[src/common/ctc_params.svh]
// constants of the common timer control bank: offsets, bit positions, reset values
// assumes a byte-addressed register port with 8 address bits and 32 data bits
`ifndef CTC_PARAMS_SVH
`define CTC_PARAMS_SVH

`define CTC_NUM_CH 3
`define CTC_ADDR_W 8
`define CTC_DATA_W 32
`define CTC_THR_W 16
`define CTC_KINDS 4
`define CTC_PAUSE_W 12

// register offsets
`define CTC_OFS_LAUNCH 8'h00
`define CTC_OFS_HALT 8'h04
`define CTC_OFS_PAUSE 8'h48
`define CTC_OFS_BRKSEL 8'h4c
`define CTC_OFS_ADC_BASE 8'h80
`define CTC_OFS_ADC_LAST 8'ha8

// field positions
`define CTC_CH_LSB 16
`define CTC_RDMASK_BIT 15
`define CTC_PAUSE_PERIOD 0
`define CTC_PAUSE_THA 1
`define CTC_PAUSE_DEAD 2
`define CTC_PAUSE_ADC 3

// reset values
`define CTC_RST_RUN 3'h0
`define CTC_RST_BRKSEL 3'h0
`define CTC_RST_RDMASK 1'h0
`define CTC_RST_PAUSE 12'h000
`define CTC_RST_THR 16'h0000

`endif

[src/common/ctc_pkg.sv]
// types of the common timer control bank
// assumes ctc_params.svh is on the include path
`include "ctc_params.svh"
`default_nettype none

package ctc_pkg;

    typedef enum logic [2:0] {
        CTC_SEL_NONE   = 3'b000,
        CTC_SEL_LAUNCH = 3'b001,
        CTC_SEL_HALT   = 3'b010,
        CTC_SEL_PAUSE  = 3'b011,
        CTC_SEL_BRK    = 3'b100,
        CTC_SEL_ADC    = 3'b101
    } ctc_reg_sel_t;

    typedef struct packed {
        logic [`CTC_NUM_CH-1:0] run;
        logic [`CTC_NUM_CH-1:0] brk_run;
        logic rd_mask;
        logic [`CTC_PAUSE_W-1:0] pause;
        logic [`CTC_NUM_CH-1:0] init;
        logic [`CTC_NUM_CH-1:0] cnt_en;
        logic [`CTC_PAUSE_W-1:0] xfer_ok;
        logic [`CTC_DATA_W-1:0] rdata;
    } ctc_top_st_t;

    typedef struct packed {
        logic [2*`CTC_NUM_CH-1:0][`CTC_THR_W-1:0] stage;
        logic [2*`CTC_NUM_CH-1:0][`CTC_THR_W-1:0] act;
    } ctc_stage_st_t;

    typedef struct packed {
        logic meta;
        logic sync;
    } ctc_sync_st_t;

endpackage : ctc_pkg

`default_nettype wire

[src/ctc_common_timer_ctrl.sv]
// common control bank for three pwm timer channels: launch, halt, break select,
// buffer-transfer pause and the adc-trigger threshold staging copies
// assumes a register master on ref_clk with one-cycle strobes, channel mode
// enables and transfer points from logic on ref_clk, and a debug break level
// that may come from another domain
`include "ctc_params.svh"
`default_nettype none

module ctc_common_timer_ctrl (
    input wire logic ref_clk,
    input wire logic rst_b,
    input wire logic [`CTC_ADDR_W-1:0] reg_addr,
    input wire logic [`CTC_DATA_W-1:0] reg_wdata,
    input wire logic reg_wr,
    input wire logic reg_rd,
    output logic [`CTC_DATA_W-1:0] reg_rdata,
    input wire logic dbg_break,
    input wire logic [`CTC_PAUSE_W-1:0] buf_en,
    input wire logic [`CTC_NUM_CH-1:0] xfer_point,
    output logic [`CTC_NUM_CH-1:0] chan_running,
    output logic [`CTC_NUM_CH-1:0] cnt_enable,
    output logic [`CTC_NUM_CH-1:0] cnt_init,
    output logic [`CTC_PAUSE_W-1:0] xfer_ok,
    output logic read_delay_mask,
    output logic [2*`CTC_NUM_CH*`CTC_THR_W-1:0] adc_thr_active
);

    ctc_pkg::ctc_top_st_t st_r;
    ctc_pkg::ctc_top_st_t st_nxt;

    logic brk_sync;
    logic [2*`CTC_NUM_CH*`CTC_THR_W-1:0] stage_q;
    logic [`CTC_NUM_CH-1:0] pause_adc;
    logic [`CTC_NUM_CH-1:0] buf_en_adc;
    logic [`CTC_ADDR_W-1:0] adc_off;
    logic adc_hit;
    logic [2:0] adc_idx;
    logic [6:0] adc_lsb;
    logic stage_wr;
    ctc_pkg::ctc_reg_sel_t sel;

    ////////////////////////////////////////////////////////////////////////////
    // debug break may arrive from the cpu core's own timing
    ctc_sync u_brk_sync (
        .ref_clk(ref_clk),
        .rst_b(rst_b),
        .level_in(dbg_break),
        .level_out(brk_sync)
    );

    ////////////////////////////////////////////////////////////////////////////
    // address decode; staging copies sit at base + 16*channel, b at +8
    always_comb begin
        adc_off = reg_addr - `CTC_OFS_ADC_BASE;
        adc_hit = (reg_addr >= `CTC_OFS_ADC_BASE) && (reg_addr <= `CTC_OFS_ADC_LAST) &&
                  (adc_off[2:0] == 3'h0);
        adc_idx = {adc_off[5:4], adc_off[3]};
        adc_lsb = {adc_idx, 4'h0};
        unique case (reg_addr)
            `CTC_OFS_LAUNCH: sel = ctc_pkg::CTC_SEL_LAUNCH;
            `CTC_OFS_HALT: sel = ctc_pkg::CTC_SEL_HALT;
            `CTC_OFS_PAUSE: sel = ctc_pkg::CTC_SEL_PAUSE;
            `CTC_OFS_BRKSEL: sel = ctc_pkg::CTC_SEL_BRK;
            default: sel = adc_hit ? ctc_pkg::CTC_SEL_ADC : ctc_pkg::CTC_SEL_NONE;
        endcase
    end

    assign stage_wr = reg_wr && (sel == ctc_pkg::CTC_SEL_ADC);

    ////////////////////////////////////////////////////////////////////////////
    // per-channel gathering of the adc-trigger pause bits and enables
    genvar g;
    generate
        for (g = 0; g < `CTC_NUM_CH; g++) begin : g_adc_bits
            assign pause_adc[g] = st_r.pause[g*`CTC_KINDS + `CTC_PAUSE_ADC];
            assign buf_en_adc[g] = buf_en[g*`CTC_KINDS + `CTC_PAUSE_ADC];
        end
    endgenerate

    ctc_adc_stage u_adc_stage (
        .ref_clk(ref_clk),
        .rst_b(rst_b),
        .wr_en(stage_wr),
        .wr_idx(adc_idx),
        .wr_data(reg_wdata[`CTC_THR_W-1:0]),
        .pause_adc(pause_adc),
        .buf_en_adc(buf_en_adc),
        .xfer_point(xfer_point),
        .stage_q(stage_q),
        .act_q(adc_thr_active)
    );

    ////////////////////////////////////////////////////////////////////////////
    always_comb begin
        st_nxt = st_r;
        st_nxt.init = '0;
        st_nxt.rdata = '0;

        if (reg_wr) begin
            unique case (sel)
                ctc_pkg::CTC_SEL_LAUNCH: begin
                    for (int c = 0; c < `CTC_NUM_CH; c++) begin
                        // a start always begins from a fresh count
                        if (reg_wdata[`CTC_CH_LSB + c]) begin
                            st_nxt.run[c] = 1'b1;
                            st_nxt.init[c] = 1'b1;
                        end
                    end
                end
                ctc_pkg::CTC_SEL_HALT: begin
                    for (int c = 0; c < `CTC_NUM_CH; c++) begin
                        if (reg_wdata[`CTC_CH_LSB + c]) begin
                            st_nxt.run[c] = 1'b0;
                        end
                    end
                end
                ctc_pkg::CTC_SEL_PAUSE: begin
                    st_nxt.pause = reg_wdata[`CTC_PAUSE_W-1:0];
                end
                ctc_pkg::CTC_SEL_BRK: begin
                    st_nxt.brk_run = reg_wdata[`CTC_CH_LSB +: `CTC_NUM_CH];
                    st_nxt.rd_mask = reg_wdata[`CTC_RDMASK_BIT];
                end
                default: begin
                end
            endcase
        end

        if (reg_rd) begin
            unique case (sel)
                ctc_pkg::CTC_SEL_LAUNCH: begin
                    st_nxt.rdata[`CTC_CH_LSB +: `CTC_NUM_CH] = st_r.run;
                end
                ctc_pkg::CTC_SEL_PAUSE: begin
                    st_nxt.rdata[`CTC_PAUSE_W-1:0] = st_r.pause;
                end
                ctc_pkg::CTC_SEL_BRK: begin
                    st_nxt.rdata[`CTC_CH_LSB +: `CTC_NUM_CH] = st_r.brk_run;
                    st_nxt.rdata[`CTC_RDMASK_BIT] = st_r.rd_mask;
                end
                ctc_pkg::CTC_SEL_ADC: begin
                    st_nxt.rdata[`CTC_THR_W-1:0] = stage_q[adc_lsb +: `CTC_THR_W];
                end
                // halt is write-only and unmapped reads return zero
                default: begin
                end
            endcase
        end

        // break freezes a channel unless it was told to keep counting
        st_nxt.cnt_en = st_nxt.run & ~({`CTC_NUM_CH{brk_sync}} & ~st_nxt.brk_run);

        // the channel's own mode bits are the second half of the condition
        st_nxt.xfer_ok = ~st_nxt.pause & buf_en;
    end

    always_ff @(posedge ref_clk or negedge rst_b) begin
        if (!rst_b) begin
            st_r.run <= `CTC_RST_RUN;
            st_r.brk_run <= `CTC_RST_BRKSEL;
            st_r.rd_mask <= `CTC_RST_RDMASK;
            st_r.pause <= `CTC_RST_PAUSE;
            st_r.init <= '0;
            st_r.cnt_en <= '0;
            st_r.xfer_ok <= '0;
            st_r.rdata <= '0;
        end else begin
            st_r <= st_nxt;
        end
    end

    ////////////////////////////////////////////////////////////////////////////
    assign reg_rdata = st_r.rdata;
    assign chan_running = st_r.run;
    assign cnt_enable = st_r.cnt_en;
    assign cnt_init = st_r.init;
    assign xfer_ok = st_r.xfer_ok;
    assign read_delay_mask = st_r.rd_mask;

endmodule : ctc_common_timer_ctrl

`default_nettype wire

[src/ctc_sync.sv]
// two flip-flop synchroniser for one level
// assumes the input may change at any time relative to ref_clk
`include "ctc_params.svh"
`default_nettype none

module ctc_sync (
    input wire logic ref_clk,
    input wire logic rst_b,
    input wire logic level_in,
    output logic level_out
);

    ctc_pkg::ctc_sync_st_t st_r;
    ctc_pkg::ctc_sync_st_t st_nxt;

    // the first stage feeds only the second
    always_comb begin
        st_nxt = st_r;
        st_nxt.meta = level_in;
        st_nxt.sync = st_r.meta;
    end

    always_ff @(posedge ref_clk or negedge rst_b) begin
        if (!rst_b) begin
            st_r <= '0;
        end else begin
            st_r <= st_nxt;
        end
    end

    assign level_out = st_r.sync;

endmodule : ctc_sync

`default_nettype wire

[src/ctc_adc_stage.sv]
// staging and active copies of the adc-trigger thresholds a/b of three channels
// assumes writes and transfer points come from logic on ref_clk
`include "ctc_params.svh"
`default_nettype none

module ctc_adc_stage (
    input wire logic ref_clk,
    input wire logic rst_b,
    input wire logic wr_en,
    input wire logic [2:0] wr_idx,
    input wire logic [`CTC_THR_W-1:0] wr_data,
    input wire logic [`CTC_NUM_CH-1:0] pause_adc,
    input wire logic [`CTC_NUM_CH-1:0] buf_en_adc,
    input wire logic [`CTC_NUM_CH-1:0] xfer_point,
    output logic [2*`CTC_NUM_CH*`CTC_THR_W-1:0] stage_q,
    output logic [2*`CTC_NUM_CH*`CTC_THR_W-1:0] act_q
);

    ctc_pkg::ctc_stage_st_t st_r;
    ctc_pkg::ctc_stage_st_t st_nxt;

    ////////////////////////////////////////////////////////////////////////////
    // entry i belongs to channel i/2; even entries are threshold a, odd b
    always_comb begin
        st_nxt = st_r;
        for (int i = 0; i < 2*`CTC_NUM_CH; i++) begin
            // a transfer moves the staged value held before this cycle's write
            if (xfer_point[i/2] && !pause_adc[i/2] && buf_en_adc[i/2]) begin
                st_nxt.act[i] = st_r.stage[i];
            end
        end
        if (wr_en && wr_idx < 3'(2*`CTC_NUM_CH)) begin
            st_nxt.stage[wr_idx] = wr_data;
        end
    end

    always_ff @(posedge ref_clk or negedge rst_b) begin
        if (!rst_b) begin
            st_r <= '0;
        end else begin
            st_r <= st_nxt;
        end
    end

    ////////////////////////////////////////////////////////////////////////////
    assign stage_q = st_r.stage;
    assign act_q = st_r.act;

endmodule : ctc_adc_stage

`default_nettype wire

[config.mk]
export PLATFORM = sky130hd
export DESIGN_NAME = ctc_common_timer_ctrl
export DESIGN_NICKNAME = d
export VERILOG_FILES = /design/src/common/ctc_pkg.sv /design/src/ctc_common_timer_ctrl.sv /design/src/ctc_sync.sv /design/src/ctc_adc_stage.sv
export VERILOG_INCLUDE_DIRS = /design/src /design/src/common
export SDC_FILE = /design/constraint.sdc
export NUM_CORES = 1
export LEC_CHECK = 0
export BUFFER_PORTS_ARGS = -buffer_cell sky130_fd_sc_hd__clkbuf_2
export CORE_ASPECT_RATIO = 1.25
export CORE_UTILIZATION = 40
export DETAILED_ROUTE_END_ITERATION = 8
export PLACE_DENSITY = 0.7
export REMOVE_ABC_BUFFERS = 1
export SYNTH_ARGS = -nofsm -noshare
export SYNTH_HDL_FRONTEND = slang
export SYNTH_HIERARCHICAL = 1
export SYNTH_SLANG_ARGS = --single-unit
[constraint.sdc]
create_clock -name ref_clk -period 1.85 [get_ports ref_clk]
set_clock_uncertainty 0.05 [all_clocks]
set_input_delay 0 -clock ref_clk [delete_from_list [all_inputs] [get_ports ref_clk]]
set_output_delay 0 -clock ref_clk [all_outputs]
set_load 0.1 [all_outputs]
==> impl_metrics.py <==
metrics = {
    "final_layout": {
        "antennaDiodeCount": 0,
        "drive_above_1_share": 0.554,
        "final_util": 0.511,
        "fin_area_um2": 13400,
        "final_cells": 1284,
        "mostFrequentLayoutCell": "dfrtp_1",
        "final_cell_mix": "250 x dfrtp_1, 188 x mux2_2, 182 x clkbuf_2, 60 x dlygate4sd3_1, 33 x mux2_4",
        "area_growth_pct": 24.2,
        "nets": 987,
        "fill_cells": 2253,
    },
    "setup_path": {
        "worstReg2RegStart": "u_adc_stage/stage_q[0]$_DFFE_PN0P_",
        "crit_arrival_ns": 2.18,
        "critPathCaptureType": "flop",
        "slowest_stage": "dlygate4sd3_1",
        "required_ns": 2.26,
        "crit_path_frequent_cell": "dlygate4sd3_1",
        "crit_buf_inv": 4,
        "rr_worst_depth": 3,
        "reg2reg_setup_slack_ns": 0.38,
        "cp_max_fo": 6,
        "critPathLaunchType": "input port",
        "r2r_end": "reg_rdata[0]$_DFF_PN0_",
        "crit_type": "input port to flop",
        "crit_family": "buffers and inverters",
        "max_stage_delay_ns": 0.60,
        "path_cells": "clkbuf_2 -> buf_4 -> dlygate4sd3_1 -> nor4_4 -> and3_4 -> and3_1 -> dlygate4sd3_1",
    },
    "sta": {
        "finalSetupViolCount": 0,
        "fmax_mhz": 565,
        "worstMarginPinSlew_ns": 0.596,
        "rsz0062_at_grt": "false",
        "final-hold-violation-count": 0,
        "fin_tns_setup_ns": 0,
        "fin_crit_sh": 0.957,
        "period_minus_slack_ns": 1.77,
        "slew_viol_final": 0,
        "layout_setup_ws_ns": 0.0801,
        "slew_headroom": 0.604,
        "fin_hold_ws_ns": 0.0736,
    },
    "power": {
        "powerDensity_nw_per_um2": 968,
        "total_power_mw": 13.0,
        "peakVddDrop_v": 0.000626,
        "leakagePower_nw": 7.00,
    },
    "logic_synthesis": {
        "synth_top_area_share": 0.580,
        "postSynthAreaPerCell_um2": 15.7,
        "yosys-top-cells-area": "dfrtp_1 58%, mux2_2 20%, mux2_4 4.6%",
        "synth-seq-cells": 250,
        "syn_inst": 686,
        "syn_area_um2": 10800,
        "yosysTopAreaCell": "dfrtp_1",
        "yosysUniqueCellTypes": 41,
        "synthArstFlopShare": 1.00,
        "synth-edff-count": 0,
        "ys_warn_count": 6,
        "synthFlopType": "dfrtp_1",
        "yosysSeqAreaShare": 0.580,
    },
    "routing": {
        "drt-initial-drc-count": 221,
        "drc_errors": 0,
        "wl_mm": 25.4,
        "drtPass1Iterations": 4,
        "routedWlPerCell_um": 19.8,
        "vias": 6336,
        "vias_per_cell": 4.93,
        "ant_nets": 0,
    },
    "global_routing": {
        "grt_overflow": 0,
        "track_usage": 0.186,
        "grt_pass1_wl_mm": 38.8,
        "grt_pass1_vias": 6582,
        "antenna_found_initial": 0,
        "grt_max_degree": 56,
    },
    "clocking": {
        "clkLatencyLatePin_ns": 0.51,
        "clockRootBuffer": "clkbuf_16",
        "cts_tree": "done",
        "cts_sinks": 250,
        "cts_max_path_buffers": 3,
        "cts_buffers": 25,
        "path_clk_slew_ns": 0.06,
        "h-tree-depth": 1,
    },
    "job": {
        "drv_cap": 0,
    },
    "hold_path": {
        "whs_path_depth": 6,
        "worstHoldStart": "reg_addr[1]",
        "hold_class": "input port to flop",
        "holdPathEnd": "reg_rdata[13]$_DFF_PN0_",
    },
    "place": {
        "preCtsSetupSlack_ns": -0.190,
        "finalWeightedCongestion": 0.753,
        "portBuffers": 183,
        "dp_hpwl_mm": 17.1,
        "dp.cells": 1179,
        "placedInstanceArea_um2": 11900,
    },
    "floorplanning": {
        "start_util": 0.411,
        "die_area_um2": 27700,
        "die_y_um": 186,
        "num_io_pins": 210,
        "core_area_um2": 26300,
        "die_w_um": 149,
        "rows": 66,
    },
    "outcome": {
        "status": "finished clean",
    },
}
what timing repair did:
item | in CTS | in global routing
setup buffers | 0 | 1
resized for setup | 0 | 3
hold endpoints to repair | 391 | 0
setup endpoints to repair | 0 | 11
hold buffers | 60 | 0
where the power goes:
part           leakage, nW  switching (mW)  total, mW  internal, mW
Sequential            3.43           0.141       5.83          5.69
Clock                0.405            2.11       5.17          3.06
Combinational         3.17            1.47       1.98         0.513
routing by layer:
| layer | global-route usage | part of all wire | vias to the layer above |
|---|---|---|---|
| met5 | 0 | 0 | - |
| met4 | 0.0624 | 0.030 | 0 |
| met3 | 0.0250 | 0.038 | 46 |
| met2 | 0.318 | 0.51 | 153 |
| met1 | 0.242 | 0.42 | 3271 |
| li1 | - | - | 2866 |
state kept, by name, summed over array words and instances (netlist names):
name and flops:
chan_running 3, u_brk_sync/level_out 1, cnt_init 3, u_adc_stage/stage_q 96
u_adc_stage/act_q 96, st_r 12, u_brk_sync/st_nxt 1, pause_adc 3
read_delay_mask 1, cnt_enable 3, xfer_ok 12, reg_rdata 19
worst register-to-register path, stage by stage, from the launching register on:
cell and delay (ns):
dfrtp_1 0.40, mux4_1 0.48, nor2b_1 0.15, a221o_1 0.27
cell type report:
cell class / instances / area, um^2 / share of cell area
clock buffer: 33 / 696 / 0.0519
tap: 340 / 425 / 0.0317
clock inverter: 11 / 141 / 0.0105
sequential: 250 / 6260 / 0.466
inverter: 15 / 56.3 / 0.00420
multi-input combinational: 350 / 3850 / 0.287
timing repair buffer: 285 / 1980 / 0.148
how the worst max path moves through the flow:
stage	cells past startpoint	from	to	slack, ns
3_5_place_dp	8	reg_addr[4]	u_adc_stage/stage_q[11]$_DFFE_PN0P_	-0.19
3_3_place_gp	8	reg_addr[4]	u_adc_stage/stage_q[1]$_DFFE_PN0P_	-0.13
6_report	7	reg_addr[7]	cnt_init[1]$_DFF_PN0_	0.08
4_1_cts	8	reg_wr	xfer_ok[1]$_DFF_PN0_	0.008
2_1_floorplan	5	reg_addr[6]	u_adc_stage/stage_q[0]$_DFFE_PN0P_	-0.30
5_1_grt	7	reg_addr[7]	cnt_init[2]$_DFF_PN0_	0.02
cell usage after synthesis (2+ instances only):
cell,n
nand4b_2,2
nor2b_1,16
nor2_2,10
buf_6,10
and4bb_2,3
nor2_1,9
mux2_4,33
nand2b_1,3
buf_2,12
a22oi_1,3
dfrtp_1,250
buf_4,54
nand3b_1,3
a221o_1,13
mux4_1,4
a2bb2oi_1,3
mux2i_1,6
mux4_2,12
and3_1,5
nor3_4,2
inv_1,15
nand2_1,7
nand4_1,4
buf_12,3
mux2_2,188
logic make-up after synthesis:
family,synth area share
flops,0.580
mux,0.282
buf+inv,0.0680
simple gates,0.0531
compound gates,0.0166
other cells,0.000347
(Power assumes the default switching activity.)
